--- src/core/ctm_pkg.sv ---
/*
  Shared constants and types for the transceiver mode-control block:
  clock rate, mode-change bound, synchroniser reset levels, mode states.
  Assumes a single 100 MHz core clock.
*/
package ctm_pkg;

  // ----------------------------------------------------------------
  // clock and timing
  // ----------------------------------------------------------------
  localparam int CTM_CLK_PERIOD_NS   = 10;
  localparam int CTM_T_MODE_MAX_NS   = 20000;
  // longest time, so round down
  localparam int CTM_MODE_MAX_CYC    = CTM_T_MODE_MAX_NS / CTM_CLK_PERIOD_NS;
  localparam int CTM_MODE_DELAY_DEF  = 1000;
  localparam int CTM_TXD_TO_DEF      = 100000;

  // ----------------------------------------------------------------
  // pin synchroniser layout and reset levels
  // ----------------------------------------------------------------
  localparam int       CTM_SYNC_W      = 3;
  localparam int       CTM_BIT_MODE    = 2;
  localparam int       CTM_BIT_TXD     = 1;
  localparam int       CTM_BIT_BUS     = 0;
  // receive-only, transmit recessive, bus recessive
  localparam logic [2:0] CTM_SYNC_RESET = 3'h6;
  localparam logic     CTM_RXD_RESET   = 1'h1;
  localparam int       CTM_BUF_DEPTH   = 2;

  // ----------------------------------------------------------------
  // operating modes
  // ----------------------------------------------------------------
  typedef enum logic [1:0] {
    CTM_MODE_RX,
    CTM_MODE_TO_NORMAL,
    CTM_MODE_NORMAL,
    CTM_MODE_TO_RX
  } ctm_mode_t;

endpackage

--- src/core/ctm_buf.sv ---
/*
  Small valid/ready buffer for the receive path.
  Assumes both sides run on clock_in; depth is a power of two.
*/
`timescale 1ns/10ps
module ctm_buf #(
  parameter int WIDTH = 1,
  parameter int DEPTH = 2
) (
  // clock and reset
  input  wire logic             clock_in,
  input  wire logic             rst_b_in,
  // filling side
  input  wire logic             in_valid_in,
  output logic                  in_ready_out,
  input  wire logic [WIDTH-1:0] in_data_in,
  // draining side
  output logic                  out_valid_out,
  input  wire logic             out_ready_in,
  output logic [WIDTH-1:0]      out_data_out
);

  localparam int AW = (DEPTH > 1) ? $clog2(DEPTH) : 1;

  logic [WIDTH-1:0] mem_reg [DEPTH];
  logic [AW-1:0]    wr_ptr_reg;
  logic [AW-1:0]    rd_ptr_reg;
  logic [AW:0]      count_reg;
  logic             push;
  logic             pop;

  assign in_ready_out  = (count_reg != (AW+1)'(DEPTH));
  assign out_valid_out = (count_reg != '0);
  assign out_data_out  = mem_reg[rd_ptr_reg];
  assign push          = in_valid_in && in_ready_out;
  assign pop           = out_valid_out && out_ready_in;

  always_ff @(posedge clock_in) begin
    if (push) begin
      mem_reg[wr_ptr_reg] <= in_data_in;
    end
  end

  always_ff @(posedge clock_in) begin
    if (!rst_b_in) begin
      wr_ptr_reg <= '0;
      rd_ptr_reg <= '0;
      count_reg  <= '0;
    end else begin
      if (push) begin
        wr_ptr_reg <= wr_ptr_reg + 1'h1;
      end
      if (pop) begin
        rd_ptr_reg <= rd_ptr_reg + 1'h1;
      end
      count_reg <= count_reg + (AW+1)'(push) - (AW+1)'(pop);
    end
  end

endmodule

--- src/core/ctm_mode_ctrl.sv ---
/*
  Mode control of a high-speed CAN transceiver: mode-select pin handling,
  transmitter gating, transmit-input time-out and the receive path to rxd.
  Assumes the pins are asynchronous to clock_in and are synchronised here;
  the bus driver and receiver comparator sit outside this logic.
*/
// Operation
// - mode pin low selects normal mode
// - mode pin high selects receive-only mode
// - mode change ignores bus and transmit levels
// - only powered device reacts; controller drives pin
// - low transmit input dominates bus after entry
// - time-out acts only in normal mode
// - timer runs in normal mode, transmit low
// - receive-only mode: transmitter off, no drive
// - transmitter disabled until normal entry completes
// - receiver active in all modes and transitions
// - receive output tracks bus in every mode
// - receive output high recessive, low dominant
// - mode pin high disables transmitter, receiver stays
// - normal mode: transmitter follows transmit input
// - mode change completes within 20 microseconds
`timescale 1ns/10ps
module ctm_mode_ctrl
  import ctm_pkg::*;
#(
  parameter int MODE_DELAY_CYC  = CTM_MODE_DELAY_DEF,
  parameter int TXD_TIMEOUT_CYC = CTM_TXD_TO_DEF
) (
  // clock and reset
  input  wire logic clock_in,
  input  wire logic rst_b_in,
  // pins from the protocol controller
  input  wire logic mode_select_pin_in,
  input  wire logic txd_in,
  // bus receiver comparator level, high while dominant
  input  wire logic bus_dominant_in,
  // receive output toward the controller
  output logic      rxd_out,
  output logic      rxd_valid_out,
  input  wire logic rxd_ready_in,
  // bus driver control
  output logic      tx_enable_out,
  output logic      tx_dominant_out,
  // status
  output logic      mode_normal_out,
  output logic      mode_busy_out,
  output logic      txd_timeout_out
);

  // ----------------------------------------------------------------
  // pin synchronisers
  // ----------------------------------------------------------------
  logic [CTM_SYNC_W-1:0] sync1_reg;
  logic [CTM_SYNC_W-1:0] sync2_reg;
  logic                  mode_s;
  logic                  txd_s;
  logic                  bus_s;

  // first stage is read only by the second
  always_ff @(posedge clock_in) begin
    if (!rst_b_in) begin
      sync1_reg <= CTM_SYNC_RESET;
      sync2_reg <= CTM_SYNC_RESET;
    end else begin
      sync1_reg <= {mode_select_pin_in, txd_in, bus_dominant_in};
      sync2_reg <= sync1_reg;
    end
  end

  assign mode_s = sync2_reg[CTM_BIT_MODE];
  assign txd_s  = sync2_reg[CTM_BIT_TXD];
  assign bus_s  = sync2_reg[CTM_BIT_BUS];

  // ----------------------------------------------------------------
  // mode state machine
  // ----------------------------------------------------------------
  ctm_mode_t   state_reg;
  ctm_mode_t   state_next;
  logic [31:0] settle_reg;
  logic [31:0] settle_next;
  logic        settle_done;

  assign settle_done = (settle_reg >= 32'(MODE_DELAY_CYC - 1));

  // only the mode pin steers the mode; bus and txd are not looked at
  always_comb begin
    state_next  = state_reg;
    settle_next = settle_reg + 32'h1;
    unique case (state_reg)
      CTM_MODE_RX: begin
        settle_next = '0;
        if (!mode_s) begin
          state_next = CTM_MODE_TO_NORMAL;
        end
      end
      CTM_MODE_TO_NORMAL: begin
        if (mode_s) begin
          state_next  = CTM_MODE_TO_RX;
          settle_next = '0;
        end else if (settle_done) begin
          state_next  = CTM_MODE_NORMAL;
          settle_next = '0;
        end
      end
      CTM_MODE_NORMAL: begin
        settle_next = '0;
        if (mode_s) begin
          state_next = CTM_MODE_TO_RX;
        end
      end
      CTM_MODE_TO_RX: begin
        if (!mode_s) begin
          state_next  = CTM_MODE_TO_NORMAL;
          settle_next = '0;
        end else if (settle_done) begin
          state_next  = CTM_MODE_RX;
          settle_next = '0;
        end
      end
    endcase
  end

  // power-up lands in receive-only so nothing is driven before the pin is seen
  always_ff @(posedge clock_in) begin
    if (!rst_b_in) begin
      state_reg  <= CTM_MODE_RX;
      settle_reg <= '0;
    end else begin
      state_reg  <= state_next;
      settle_reg <= settle_next;
    end
  end

  // ----------------------------------------------------------------
  // transmit-input time-out
  // ----------------------------------------------------------------
  logic [31:0] txd_to_cnt_reg;
  logic        txd_to_reg;
  logic        in_normal;

  assign in_normal = (state_reg == CTM_MODE_NORMAL);

  always_ff @(posedge clock_in) begin
    if (!rst_b_in) begin
      txd_to_cnt_reg <= '0;
    end else if (in_normal && !txd_s && !txd_to_reg) begin
      txd_to_cnt_reg <= txd_to_cnt_reg + 32'h1;
    end else begin
      txd_to_cnt_reg <= '0;
    end
  end

  // a stuck-low txd would otherwise block the whole bus
  always_ff @(posedge clock_in) begin
    if (!rst_b_in) begin
      txd_to_reg <= 1'h0;
    end else if (!in_normal || txd_s) begin
      txd_to_reg <= 1'h0;
    end else if (txd_to_cnt_reg >= 32'(TXD_TIMEOUT_CYC - 1)) begin
      txd_to_reg <= 1'h1;
    end
  end

  // ----------------------------------------------------------------
  // transmitter control
  // ----------------------------------------------------------------
  logic tx_en_reg;
  logic tx_dom_reg;

  // registered from in_normal, so off through both transitions except the first cycle of CTM_MODE_TO_RX
  always_ff @(posedge clock_in) begin
    if (!rst_b_in) begin
      tx_en_reg  <= 1'h0;
      tx_dom_reg <= 1'h0;
    end else begin
      tx_en_reg  <= in_normal;
      tx_dom_reg <= in_normal && !txd_s && !txd_to_reg;
    end
  end

  assign tx_enable_out   = tx_en_reg;
  assign tx_dominant_out = tx_dom_reg;
  assign mode_normal_out = in_normal;
  assign txd_timeout_out = txd_to_reg;
  assign mode_busy_out   = (state_reg == CTM_MODE_TO_NORMAL) ||
                           (state_reg == CTM_MODE_TO_RX);

  // ----------------------------------------------------------------
  // receive path
  // ----------------------------------------------------------------
  logic last_pushed_reg;
  logic rx_push_valid;
  logic rx_push_ready;
  logic rx_level;
  logic buf_valid;
  logic buf_data;
  logic rxd_reg;

  // rxd is high on recessive, low on dominant
  assign rx_level = !bus_s;
  // no mode term: the receiver never stops
  assign rx_push_valid = (rx_level != last_pushed_reg);

  // a full buffer stalls the sampler; the change is retried next cycle
  always_ff @(posedge clock_in) begin
    if (!rst_b_in) begin
      last_pushed_reg <= CTM_RXD_RESET;
    end else if (rx_push_valid && rx_push_ready) begin
      last_pushed_reg <= rx_level;
    end
  end

  ctm_buf #(
    .WIDTH (1),
    .DEPTH (CTM_BUF_DEPTH)
  ) u_rx_buf (
    .clock_in      (clock_in),
    .rst_b_in      (rst_b_in),
    .in_valid_in   (rx_push_valid),
    .in_ready_out  (rx_push_ready),
    .in_data_in    (rx_level),
    .out_valid_out (buf_valid),
    .out_ready_in  (rxd_ready_in),
    .out_data_out  (buf_data)
  );

  always_ff @(posedge clock_in) begin
    if (!rst_b_in) begin
      rxd_reg <= CTM_RXD_RESET;
    end else if (buf_valid && rxd_ready_in) begin
      rxd_reg <= buf_data;
    end
  end

  assign rxd_out       = rxd_reg;
  assign rxd_valid_out = buf_valid;

  // ----------------------------------------------------------------
  // assertions
  // ----------------------------------------------------------------
  logic [31:0] trans_age_reg;

  always_ff @(posedge clock_in) begin
    if (!rst_b_in || !mode_busy_out) begin
      trans_age_reg <= '0;
    end else begin
      trans_age_reg <= trans_age_reg + 32'h1;
    end
  end

  enter_normal_a: assert property (
    @(posedge clock_in) disable iff (!rst_b_in)
    (state_reg == CTM_MODE_RX && !mode_s) |=> (state_reg == CTM_MODE_TO_NORMAL))
    else $error("low mode pin did not start normal entry");

  enter_rx_a: assert property (
    @(posedge clock_in) disable iff (!rst_b_in)
    (state_reg inside {CTM_MODE_NORMAL, CTM_MODE_TO_NORMAL} && mode_s)
      |=> (state_reg == CTM_MODE_TO_RX))
    else $error("high mode pin did not start receive-only entry");

  mode_time_a: assert property (
    @(posedge clock_in) disable iff (!rst_b_in)
    trans_age_reg < 32'(CTM_MODE_MAX_CYC))
    else $error("mode change exceeded bound");

  rx_tx_off_a: assert property (
    @(posedge clock_in) disable iff (!rst_b_in)
    (state_reg == CTM_MODE_RX) |-> (!tx_enable_out && !tx_dominant_out))
    else $error("transmitter active in receive-only mode");

  entry_tx_off_a: assert property (
    @(posedge clock_in) disable iff (!rst_b_in)
    (state_reg == CTM_MODE_TO_NORMAL) |=> !tx_dominant_out)
    else $error("transmitter drove during normal entry");

  tx_follow_a: assert property (
    @(posedge clock_in) disable iff (!rst_b_in)
    in_normal |=> (tx_dominant_out == (!$past(txd_s) && !$past(txd_to_reg))))
    else $error("transmitter does not follow txd");

  tx_drop_a: assert property (
    @(posedge clock_in) disable iff (!rst_b_in)
    (in_normal && mode_s) |=> ##1 (!tx_enable_out && !tx_dominant_out))
    else $error("transmitter still on after mode pin high");

  timeout_mode_a: assert property (
    @(posedge clock_in) disable iff (!rst_b_in)
    !in_normal |=> (!txd_to_reg && txd_to_cnt_reg == '0))
    else $error("time-out active outside normal mode");

  timer_run_a: assert property (
    @(posedge clock_in) disable iff (!rst_b_in)
    (in_normal && !txd_s && !txd_to_reg)
      |=> (txd_to_cnt_reg == $past(txd_to_cnt_reg) + 32'h1))
    else $error("time-out timer did not count");

  timeout_release_a: assert property (
    @(posedge clock_in) disable iff (!rst_b_in)
    (txd_to_reg && txd_s) |=> (!txd_to_reg && !tx_dominant_out))
    else $error("time-out not released by txd high");

  rxd_level_a: assert property (
    @(posedge clock_in) disable iff (!rst_b_in)
    (buf_valid && rxd_ready_in) |=> (rxd_out == $past(buf_data)))
    else $error("rxd does not show drained bus level");

  rx_always_a: assert property (
    @(posedge clock_in) disable iff (!rst_b_in)
    // the consumer may stall one cycle later; then the pop is not due yet
    ($changed(bus_s) && rx_push_ready && rxd_ready_in && !buf_valid) ##1 rxd_ready_in
      |=> (rxd_out == !$past(bus_s, 2)))
    else $error("rxd did not track bus");

  normal_entry_c: cover property (
    @(posedge clock_in) disable iff (!rst_b_in)
    (state_reg == CTM_MODE_TO_NORMAL) ##1 in_normal ##1 tx_dominant_out);

  rx_entry_c: cover property (
    @(posedge clock_in) disable iff (!rst_b_in)
    in_normal ##1 (state_reg == CTM_MODE_TO_RX));

  timeout_c: cover property (
    @(posedge clock_in) disable iff (!rst_b_in)
    $rose(txd_to_reg));

  rx_stall_c: cover property (
    @(posedge clock_in) disable iff (!rst_b_in)
    rx_push_valid && !rx_push_ready);

  reverse_c: cover property (
    @(posedge clock_in) disable iff (!rst_b_in)
    (state_reg == CTM_MODE_TO_NORMAL) ##1 (state_reg == CTM_MODE_TO_RX));

endmodule

--- config.mk ---
export PLATFORM = sky130hd
export DESIGN_NAME = ctm_mode_ctrl
export DESIGN_NICKNAME = d
export VERILOG_FILES = /design/src/core/ctm_pkg.sv /design/src/core/ctm_buf.sv /design/src/core/ctm_mode_ctrl.sv
export SDC_FILE = /design/constraint.sdc
export NUM_CORES = 1
export LEC_CHECK = 0
export BUFFER_PORTS_ARGS = -buffer_cell sky130_fd_sc_hd__buf_2
export CAP_MARGIN = 20
export CELL_PAD_IN_SITES_DETAIL_PLACEMENT = 2
export CELL_PAD_IN_SITES_GLOBAL_PLACEMENT = 2
export CORE_UTILIZATION = 32
export CTS_CLUSTER_SIZE = 40
export DETAILED_ROUTE_END_ITERATION = 10
export HOLD_SLACK_MARGIN = 0.12
export PLACE_DENSITY_LB_ADDON = 0.1
export SYNTH_ARGS = -nofsm -noshare
export SYNTH_HDL_FRONTEND = slang
export SYNTH_SLANG_ARGS = --single-unit
export TNS_END_PERCENT = 50
--- constraint.sdc ---
create_clock -name clock_in -period 3.08 [get_ports clock_in]
set_clock_uncertainty 0.15 [all_clocks]
set_input_delay 0 -clock clock_in [delete_from_list [all_inputs] [get_ports clock_in]]
set_output_delay 0 -clock clock_in [all_outputs]
set_load 0.02 [all_outputs]
# After elaboration in Yosys (flattened, before gate mapping)
# Memories as Yosys holds them, arrays and structs flattened. A register that Yosys moved wholly into a read port is not among the register bits.
# Index checks and enable logic that the tools add are counted.
dict set report classes {
  addsub 6
  n_mul 0
  div_mod_pow 0
  magnitude_cmp 2
  eq_ne 9
  shift 0
  n_mux 13
  n_bitwise 1
  reduce_logical 17
}
# cell count
set ops {}
lappend ops {{32-bit two-way mux} 3}
lappend ops {{32-bit one-hot mux with 3 select lines} 1}
lappend ops {{32-bit by 1-bit adder with 32-bit output (second input constant)} 2}
lappend ops {{32-bit by 10-bit greater-or-equal comparator with 1-bit output (second input constant)} 1}
lappend ops {{32-bit by 17-bit greater-or-equal comparator with 1-bit output (second input constant)} 1}
lappend ops {{2-bit two-way mux} 6}
lappend ops {{2-bit one-hot mux with 4 select lines} 1}
lappend ops {{2-bit != test (second input constant)} 3}
lappend ops {{3-bit != test (second input constant)} 2}
lappend ops {{1-bit logical NOT} 5}
lappend ops {{2-bit == test (second input constant)} 2}
lappend ops {{1-bit logical AND} 4}
lappend ops {{4-bit AND reduction} 1}
lappend ops {{2-bit OR reduction} 2}
lappend ops {{1-bit adder (second input constant)} 2}
lappend ops {{2-bit by 1-bit adder with 2-bit output} 1}
lappend ops {{2-bit by 1-bit == test with 1-bit output (second input constant)} 1}
lappend ops {{2-bit logical NOT} 1}
lappend ops {{1-bit logical OR} 2}
lappend ops {{1-bit two-way mux} 2}
lappend ops {{2-bit AND reduction} 1}
lappend ops {{2-bit nonzero test} 1}
lappend ops {{2-bit by 1-bit subtractor with 2-bit output} 1}
lappend ops {{1-bit != test} 1}
lappend ops {{1-bit inverter} 1}
dict set report totals {
  regBits 80
  latch_bits 0
  ramBits 2
  mem_bits_ro 0
  inputBits 6
  out_inout_bits 7
  wordCells 61
  memories 1
}
# memory words word_bits rd rd_clocked_by_memory_dff write_ports line
set mem_list {}
lappend mem_list {u_rx_buf.mem_reg 2 1 1 1 1 ctm_buf.sv:25} ;# logic [WIDTH-1:0] mem_reg [DEPTH];

# Depth between registers and ports, before layout
# Gate-level depths: netlist of the first run.
dict set report logic_depth {
  ltp_word 5
  ltp_mapped 9
  depth_no_buf 9
}

# Modules after synthesis
# A second synthesis of the first run with hierarchy kept.
dict set report hier_totals {
  hier_cells 362
  hier_area_um2 3517.1
}
# module n_inst cells_each area_per_inst_um2 seq_area_each_um2
set by_module_without_submodules {}
lappend by_module_without_submodules {ctm_mode_ctrl 1 335 3210.6 1541.5}
lappend by_module_without_submodules {ctm_buf 1 27 306.5 160.2}

# Worst setup path before layout of the first run
# OpenSTA, ideal clock, no wires.
dict set report synth_timing {
  path_type {register to register}
  start {register u_rx_buf.count_reg[1]}
  end {register u_rx_buf.count_reg[1]}
  setup_time_ps 115
  arrival_ps 1708
  setup_slack_ps 1107
  stages_incl_launch_ff 10
  n_path_buf 0
  cell_sequence {dfxtp_1 > or2_2 > nand2_1 > inv_1 > ha_1 > inv_1 > ha_1 > xnor2_1 > xnor2_1 > and2_1}
}
dict set report synth_via {
  elab_cells_between_ends 6
}
# item line
set synth_lines {}
lappend synth_lines {{start, declared} ctm_buf.sv:28} ;# logic [AW:0] count_reg;
lappend synth_lines {{start signal, assigned} ctm_buf.sv:56} ;# count_reg <= count_reg + (AW+1)'(push) - (AW+1)'(pop);
lappend synth_lines {{2-bit nonzero test} ctm_buf.sv:33} ;# assign out_valid_out = (count_reg != '0);
lappend synth_lines {{net rxd_valid_out} ctm_mode_ctrl.sv:40} ;# output logic rxd_valid_out,
lappend synth_lines {{1-bit logical AND} ctm_buf.sv:36} ;# assign pop = out_valid_out && out_ready_in;
lappend synth_lines {{net u_rx_buf.pop} ctm_buf.sv:30} ;# logic pop;
lappend synth_lines {{2-bit by 1-bit subtractor with 2-bit output} ctm_buf.sv:56}
# The timed path passes the listed nets, and every way through them passes these cells.
# A chain may end at the register's enable or synchronous reset.

# Worst setup path after layout of the first run
dict set report layout_timing {
  start {register txd_to_cnt_reg[2]}
  end {register txd_to_cnt_reg[23]}
}
dict set report layout_via {
  elab_chain_len 1
}
# item line
set layout_lines {}
lappend layout_lines {{start, declared} ctm_mode_ctrl.sv:138} ;# logic [31:0] txd_to_cnt_reg;
lappend layout_lines {{start signal, assigned} ctm_mode_ctrl.sv:148} ;# txd_to_cnt_reg <= txd_to_cnt_reg + 32'h1;
lappend layout_lines {{32-bit by 1-bit adder with 32-bit output} ctm_mode_ctrl.sv:148}
# No other way between the ends.

==> impl_metrics.tcl, run 1 <==
set metrics [dict create \
    async_flop_share_pct 0 \
    cts_buffers 9 \
    io_buffers 12 \
    overflow 0 \
    crit_fanout 17 \
    synth_seq_cells 83 \
    cts_tree "done" \
    ys_warn_count 0 \
    cts_setup_buffers 0 \
    grt_max_degree 21 \
    synthFlopType "dfxtp_1" \
    vias 2574 \
    cp.required_ps 3210 \
    ios 13 \
    fin_hold_ws_ps 270.5 \
    routedWlPerCell_um 13.99 \
    rsz0062_at_grt "no" \
    syn_inst 344 \
    start_util_pct 32.92 \
    clockBufferDepth 2 \
    finalWirelength_um 7359 \
    synth-seq-area-share_pct 49.70 \
    area_growth_pct 16.83 \
    crit_type "reg -> reg" \
    grt_pass1_wl_um 12340 \
    synthesis.area_um2 3383 \
    finalHoldViolCount 0 \
    fin_ws_ps 891.5 \
    clkSinkCount 83 \
    dpl_worst_slack_ps 916.0 \
    dp_hpwl_um 5099 \
    antenna_found_initial 0 \
    die-width_um 104.8 \
    n_antenna_cell 0 \
    viasPerCell 4.894 \
    min_period_ps 2188 \
    post-place-cells 502 \
    drive_gt1_share_pct 12.05 \
    die-area_um2 10990 \
    gp_congestion 0.6598 \
    cts_root_buf "clkbuf_8" \
    cts-resized-gates 0 \
    first_global_vias 2637 \
    vdd.ir_drop.worst_mv 0.2871 \
    die_y_um 104.8 \
    first_pass_iters 3 \
    status "completed" \
    antenna_left 0 \
    drv_slew 0 \
    nNetsFinal 400 \
    fin_crit_sh_pct 71.05 \
    max_cap_violations 0 \
    leakage_nw 1.433 \
    power.density_nw_per_um2 607.7 \
    min_path_type "reg -> reg" \
    setup-violations-final 0 \
    clk_pin_slew_ps 90 \
    htreeDepth 3 \
    clock_latency_ps 360 \
    setup_tns_ps 0 \
    ys_types 39 \
    drt_iter0_drc 60 \
    slew_headroom_pct 37.43 \
    critPathLaunchType "flop" \
    synth_edf_count 2 \
    end_kind "flop" \
    drc 0 \
    core_um2 10280 \
    crit_arrival_ps 2320 \
    tightest_slew_ps 933.4 \
    post_synth.cell_area_avg_um2 9.835 \
    placementRows 37 \
    final-instance-count-excl-fill 526 \
    max_freq_mhz 456.9 \
    grt_usage_pct 14.34 \
]
## final timing paths
kind / start / end / slack [ps] / cells past startpoint
max: txd_to_cnt_reg[2] / txd_to_cnt_reg[23] / 890 / 4
min: sync1_reg[2] / sync2_reg[2] / 270 / 1
max reg2reg: txd_to_cnt_reg[2] / txd_to_cnt_reg[23] / 890 / 4
min reg2reg: sync1_reg[2] / sync2_reg[2] / 270 / 1
## kinds of logic (layout without fill, tap and decap cells)
group                      Yosys count  count (layout)  synth area share, %
and+or+nand+nor                    150             150                26.55
DFF                                 83              83                49.70
xor gates and xnor gates            22              22                5.695
AOI/OAI and AO/OA                   47              47                8.617
adders and majority gates            9               9                3.328
other                                1              22               0.1108
buffers and inverters               23              48                3.217
muxes                                9               9                2.774
## power breakdown
part           internal, W  switching (W)  total (W)
clock             0.000513       0.000416   0.000929
sequential         0.00114      0.0000351    0.00117
combinational     0.000141       0.000162   0.000303
## layout by cell type (no fill, tap or decap), types with 4 or more instances in the layout
| cell type | synthesis | layout |
|---|---|---|
| dfxtp_1 | 81 | 81 |
| nand2_1 | 30 | 30 |
| conb_1 | 1 | 22 |
| nor2_1 | 19 | 19 |
| a21oi_1 | 18 | 18 |
| o31ai_1 | 17 | 17 |
| xnor2_1 | 14 | 14 |
| or4_1 | 14 | 14 |
| nand3_1 | 13 | 13 |
| buf_2 | 3 | 12 |
| inv_1 | 11 | 11 |
| and2_1 | 10 | 10 |
| nand4_1 | 10 | 10 |
| nor3_2 | 9 | 9 |
| nor4_1 | 9 | 9 |
| ha_1 | 9 | 9 |
| clkbuf_8 | 0 | 9 |
| xor2_1 | 8 | 8 |
| dlygate4sd3_1 | 0 | 8 |
| nand2b_1 | 7 | 7 |
| o21ai_0 | 7 | 7 |
| and4_1 | 7 | 7 |
| mux2i_1 | 6 | 6 |
| and3_1 | 5 | 5 |
| or3_1 | 5 | 5 |
| nor3_1 | 4 | 4 |
## Yosys cell counts (2+ instances only)
cell	number	area [um2]
a211oi_1	2	15.01
a21oi_1	18	90.09
and2_1	10	62.56
and3_1	5	31.28
and4_1	7	61.31
buf_2	3	15.01
buf_6	2	22.52
clkbuf_1	6	22.52
dfxtp_1	81	1622
edfxtp_1	2	60.06
ha_1	9	112.6
inv_1	11	41.29
mux2_2	3	33.78
mux2i_1	6	60.06
nand2_1	30	112.6
nand2b_1	7	43.79
nand3_1	13	65.06
nand4_1	10	62.56
nor2_1	19	71.32
nor2b_1	2	12.51
nor3_1	4	20.02
nor3_2	9	90.09
nor4_1	9	56.30
o21ai_0	7	35.03
o31ai_1	17	127.6
or2_2	2	12.51
or3_1	5	31.28
or4_1	14	105.1
xnor2_1	14	122.6
xor2_1	8	70.07
## critical path, cell delays in order (launching register included)
cell and delay (ps):
dfxtp_1 430, and4_1 450, nand4_2 400, or4_1 530
a21oi_1 160
## routing by layer
| layer | track usage, % | vias up | routed length (um) |
|---|---|---|---|
| li1 | - | 1295 | - |
| met1 | 17.26 | 1256 | 3461 |
| met2 | 24.46 | 13 | 3634 |
| met3 | 2.620 | 10 | 114 |
| met4 | 7.243 | 0 | 147 |
| met5 | 0 | - | 0 |
## area by class of cell
cell class / count / area [um2]
inverter: 11 / 41.29
tap: 136 / 170.2
sequential: 83 / 1682
timing repair buffer: 21 / 147.6
fill: 1148 / 6325
clock buffer: 10 / 148.9
clock inverter: 6 / 91.34
multi-input combinational: 259 / 1672
## through the flow
step                      util (%)  total power, W  cell area (um2)
after floorplan                  -        0.001416             3462
after global placement       35.34        0.001480             3632
after detailed placement     35.34        0.001497             3632
after CTS                    38.46        0.002448             3953
after global routing         38.46        0.002527             3953
final                        38.46        0.002402             3953
## what timing repair did
action / 4_1_cts / 5_1_grt
hold buffers: 8 / 0
setup endpoints to repair: 0 / 0
hold endpoints to repair: 16 / 0
Note: power is estimated with default switching activity, not from simulation.
==> run 2, diff against run 1 <==
- clock period: 3.08 -> 2.1 ns (I/O delays scaled with it)
==> impl_metrics.tcl, run 2 (synthesized netlist as in run 1, its figures left out) <==
set metrics [dict create \
    status "completed" \
    min_path_type "reg -> reg" \
    overflow 0 \
    end_kind "flop" \
    fin_crit_sh_pct 94.68 \
    finalWirelength_um 7884 \
    clk_pin_slew_ps 100 \
    cp.required_ps 2240 \
    routedWlPerCell_um 14.52 \
    dp_hpwl_um 5377 \
    utilization_pct 40.10 \
    leakage_nw 1.524 \
    fin_ws_ps 111.8 \
    grt_usage_pct 15.77 \
    nNetsFinal 417 \
    first_pass_iters 4 \
    dpl_worst_slack_ps 16.49 \
    cts_tree "done" \
    cts_root_buf "clkbuf_8" \
    slew_headroom_pct 41.37 \
    core_um2 10280 \
    reg2reg_from "state_reg[0]" \
    drt_iter0_drc 44 \
    power.density_nw_per_um2 899.5 \
    setup-violations-final 0 \
    gp_congestion 0.6706 \
    final_cell_mix "dfxtp_1, nand2_1, conb_1, nor2_1, a21oi_1" \
    ios 13 \
    antenna_found_initial 0 \
    die-width_um 104.8 \
    crit_type "reg -> reg" \
    drv_slew 0 \
    layout_commonest_cell "dfxtp_1" \
    rsz0062_at_grt "no" \
    min_from "sync1_reg[2]" \
    vdd.ir_drop.worst_mv 0.3398 \
    max_cap_violations 0 \
    io_buffers 12 \
    grt_pass1_wl_um 13790 \
    crit_arrival_ps 2130 \
    setup_tns_ps 0 \
    grt_max_degree 23 \
    tightest_slew_ps 874.6 \
    crit_path_start "state_reg[0]" \
    crit_fanout 5 \
    cts_buffers 9 \
    die-area_um2 10990 \
    fin_hold_ws_ps 272.0 \
    antenna_left 0 \
    min_path_cells 1 \
    min_period_ps 1988 \
    die_y_um 104.8 \
    clockBufferDepth 2 \
    post-place-cells 517 \
    first_global_vias 2922 \
    vias 2672 \
    clkSinkCount 83 \
    drive_gt1_share_pct 16.71 \
    placementRows 37 \
    clock_latency_ps 360 \
    critPathLaunchType "flop" \
    drc 0 \
    max_freq_mhz 503.0 \
    reg2reg_depth 4 \
    start_util_pct 32.92 \
    final-instance-count-excl-fill 543 \
    n_antenna_cell 0 \
    finalHoldViolCount 0 \
    area_growth_pct 21.82 \
    fillers 1153 \
    viasPerCell 4.921 \
    htreeDepth 3 \
]
## run 2: changes by cell type in the layout (fill, tap and decap cells not counted), sizes merged
| cell | before | now |
|---|---|---|
| or4b | 1 | 2 |
| inv | 14 | 11 |
| clkinv | 1 | 2 |
| bufinv | 2 | 4 |
| buf | 13 | 29 |
## run 2: per-stage QoR
| stage | total power, W | instance area (um2) |
|---|---|---|
| floorplan | 0.002077 | 3462 |
| global placement | 0.002189 | 3745 |
| detailed placement | 0.002219 | 3745 |
| CTS | 0.003757 | 4090 |
| global route | 0.003897 | 4121 |
| finish | 0.003707 | 4121 |
## run 2: worst paths after layout
path              slack (ps)       endpoint
setup / recovery         110  settle_reg[5]
hold / removal           270   sync2_reg[2]
setup reg to reg         110  settle_reg[5]
hold reg to reg          270   sync2_reg[2]
## run 2: metal layers
layer	vias up	GRT usage, %	wire [um]
met5	-	0	0
met4	0	6.338	132
met3	10	3.182	126
met2	15	27.67	3971
met1	1319	18.78	3654
li1	1328	-	-
## run 2: power by group
group / leakage (nW) / switching, W / internal [W]
sequential: 0.681 / 0.0000530 / 0.00167
clock: 0.131 / 0.000598 / 0.000915
combinational: 0.712 / 0.000249 / 0.000226
## run 2: critical path, stage by stage, from the launching register on
cell     delay, ps
dfxtp_1        400
ha_2           230
mux2_2         360
or4b_4         610
nor3_2         170
## run 2: what timing repair did
action	4_1_cts	5_1_grt
setup buffers	0	1
endpoints found under the hold margin	16	0
endpoints found under the setup margin	0	13
gates resized for setup	0	6
hold buffers	8	0
## run 2: area by class of cell
cell class	count	area (um2)	area share (%)
Multi-Input combinational cell	260	1694	41.10
Sequential cell	83	1683	40.83
Timing Repair Buffer	37	267.8	6.497
Tap cell	136	170.2	4.129
Clock inverter	6	137.6	3.339
Clock buffer	10	127.6	3.097
Inverter	11	41.29	1.002
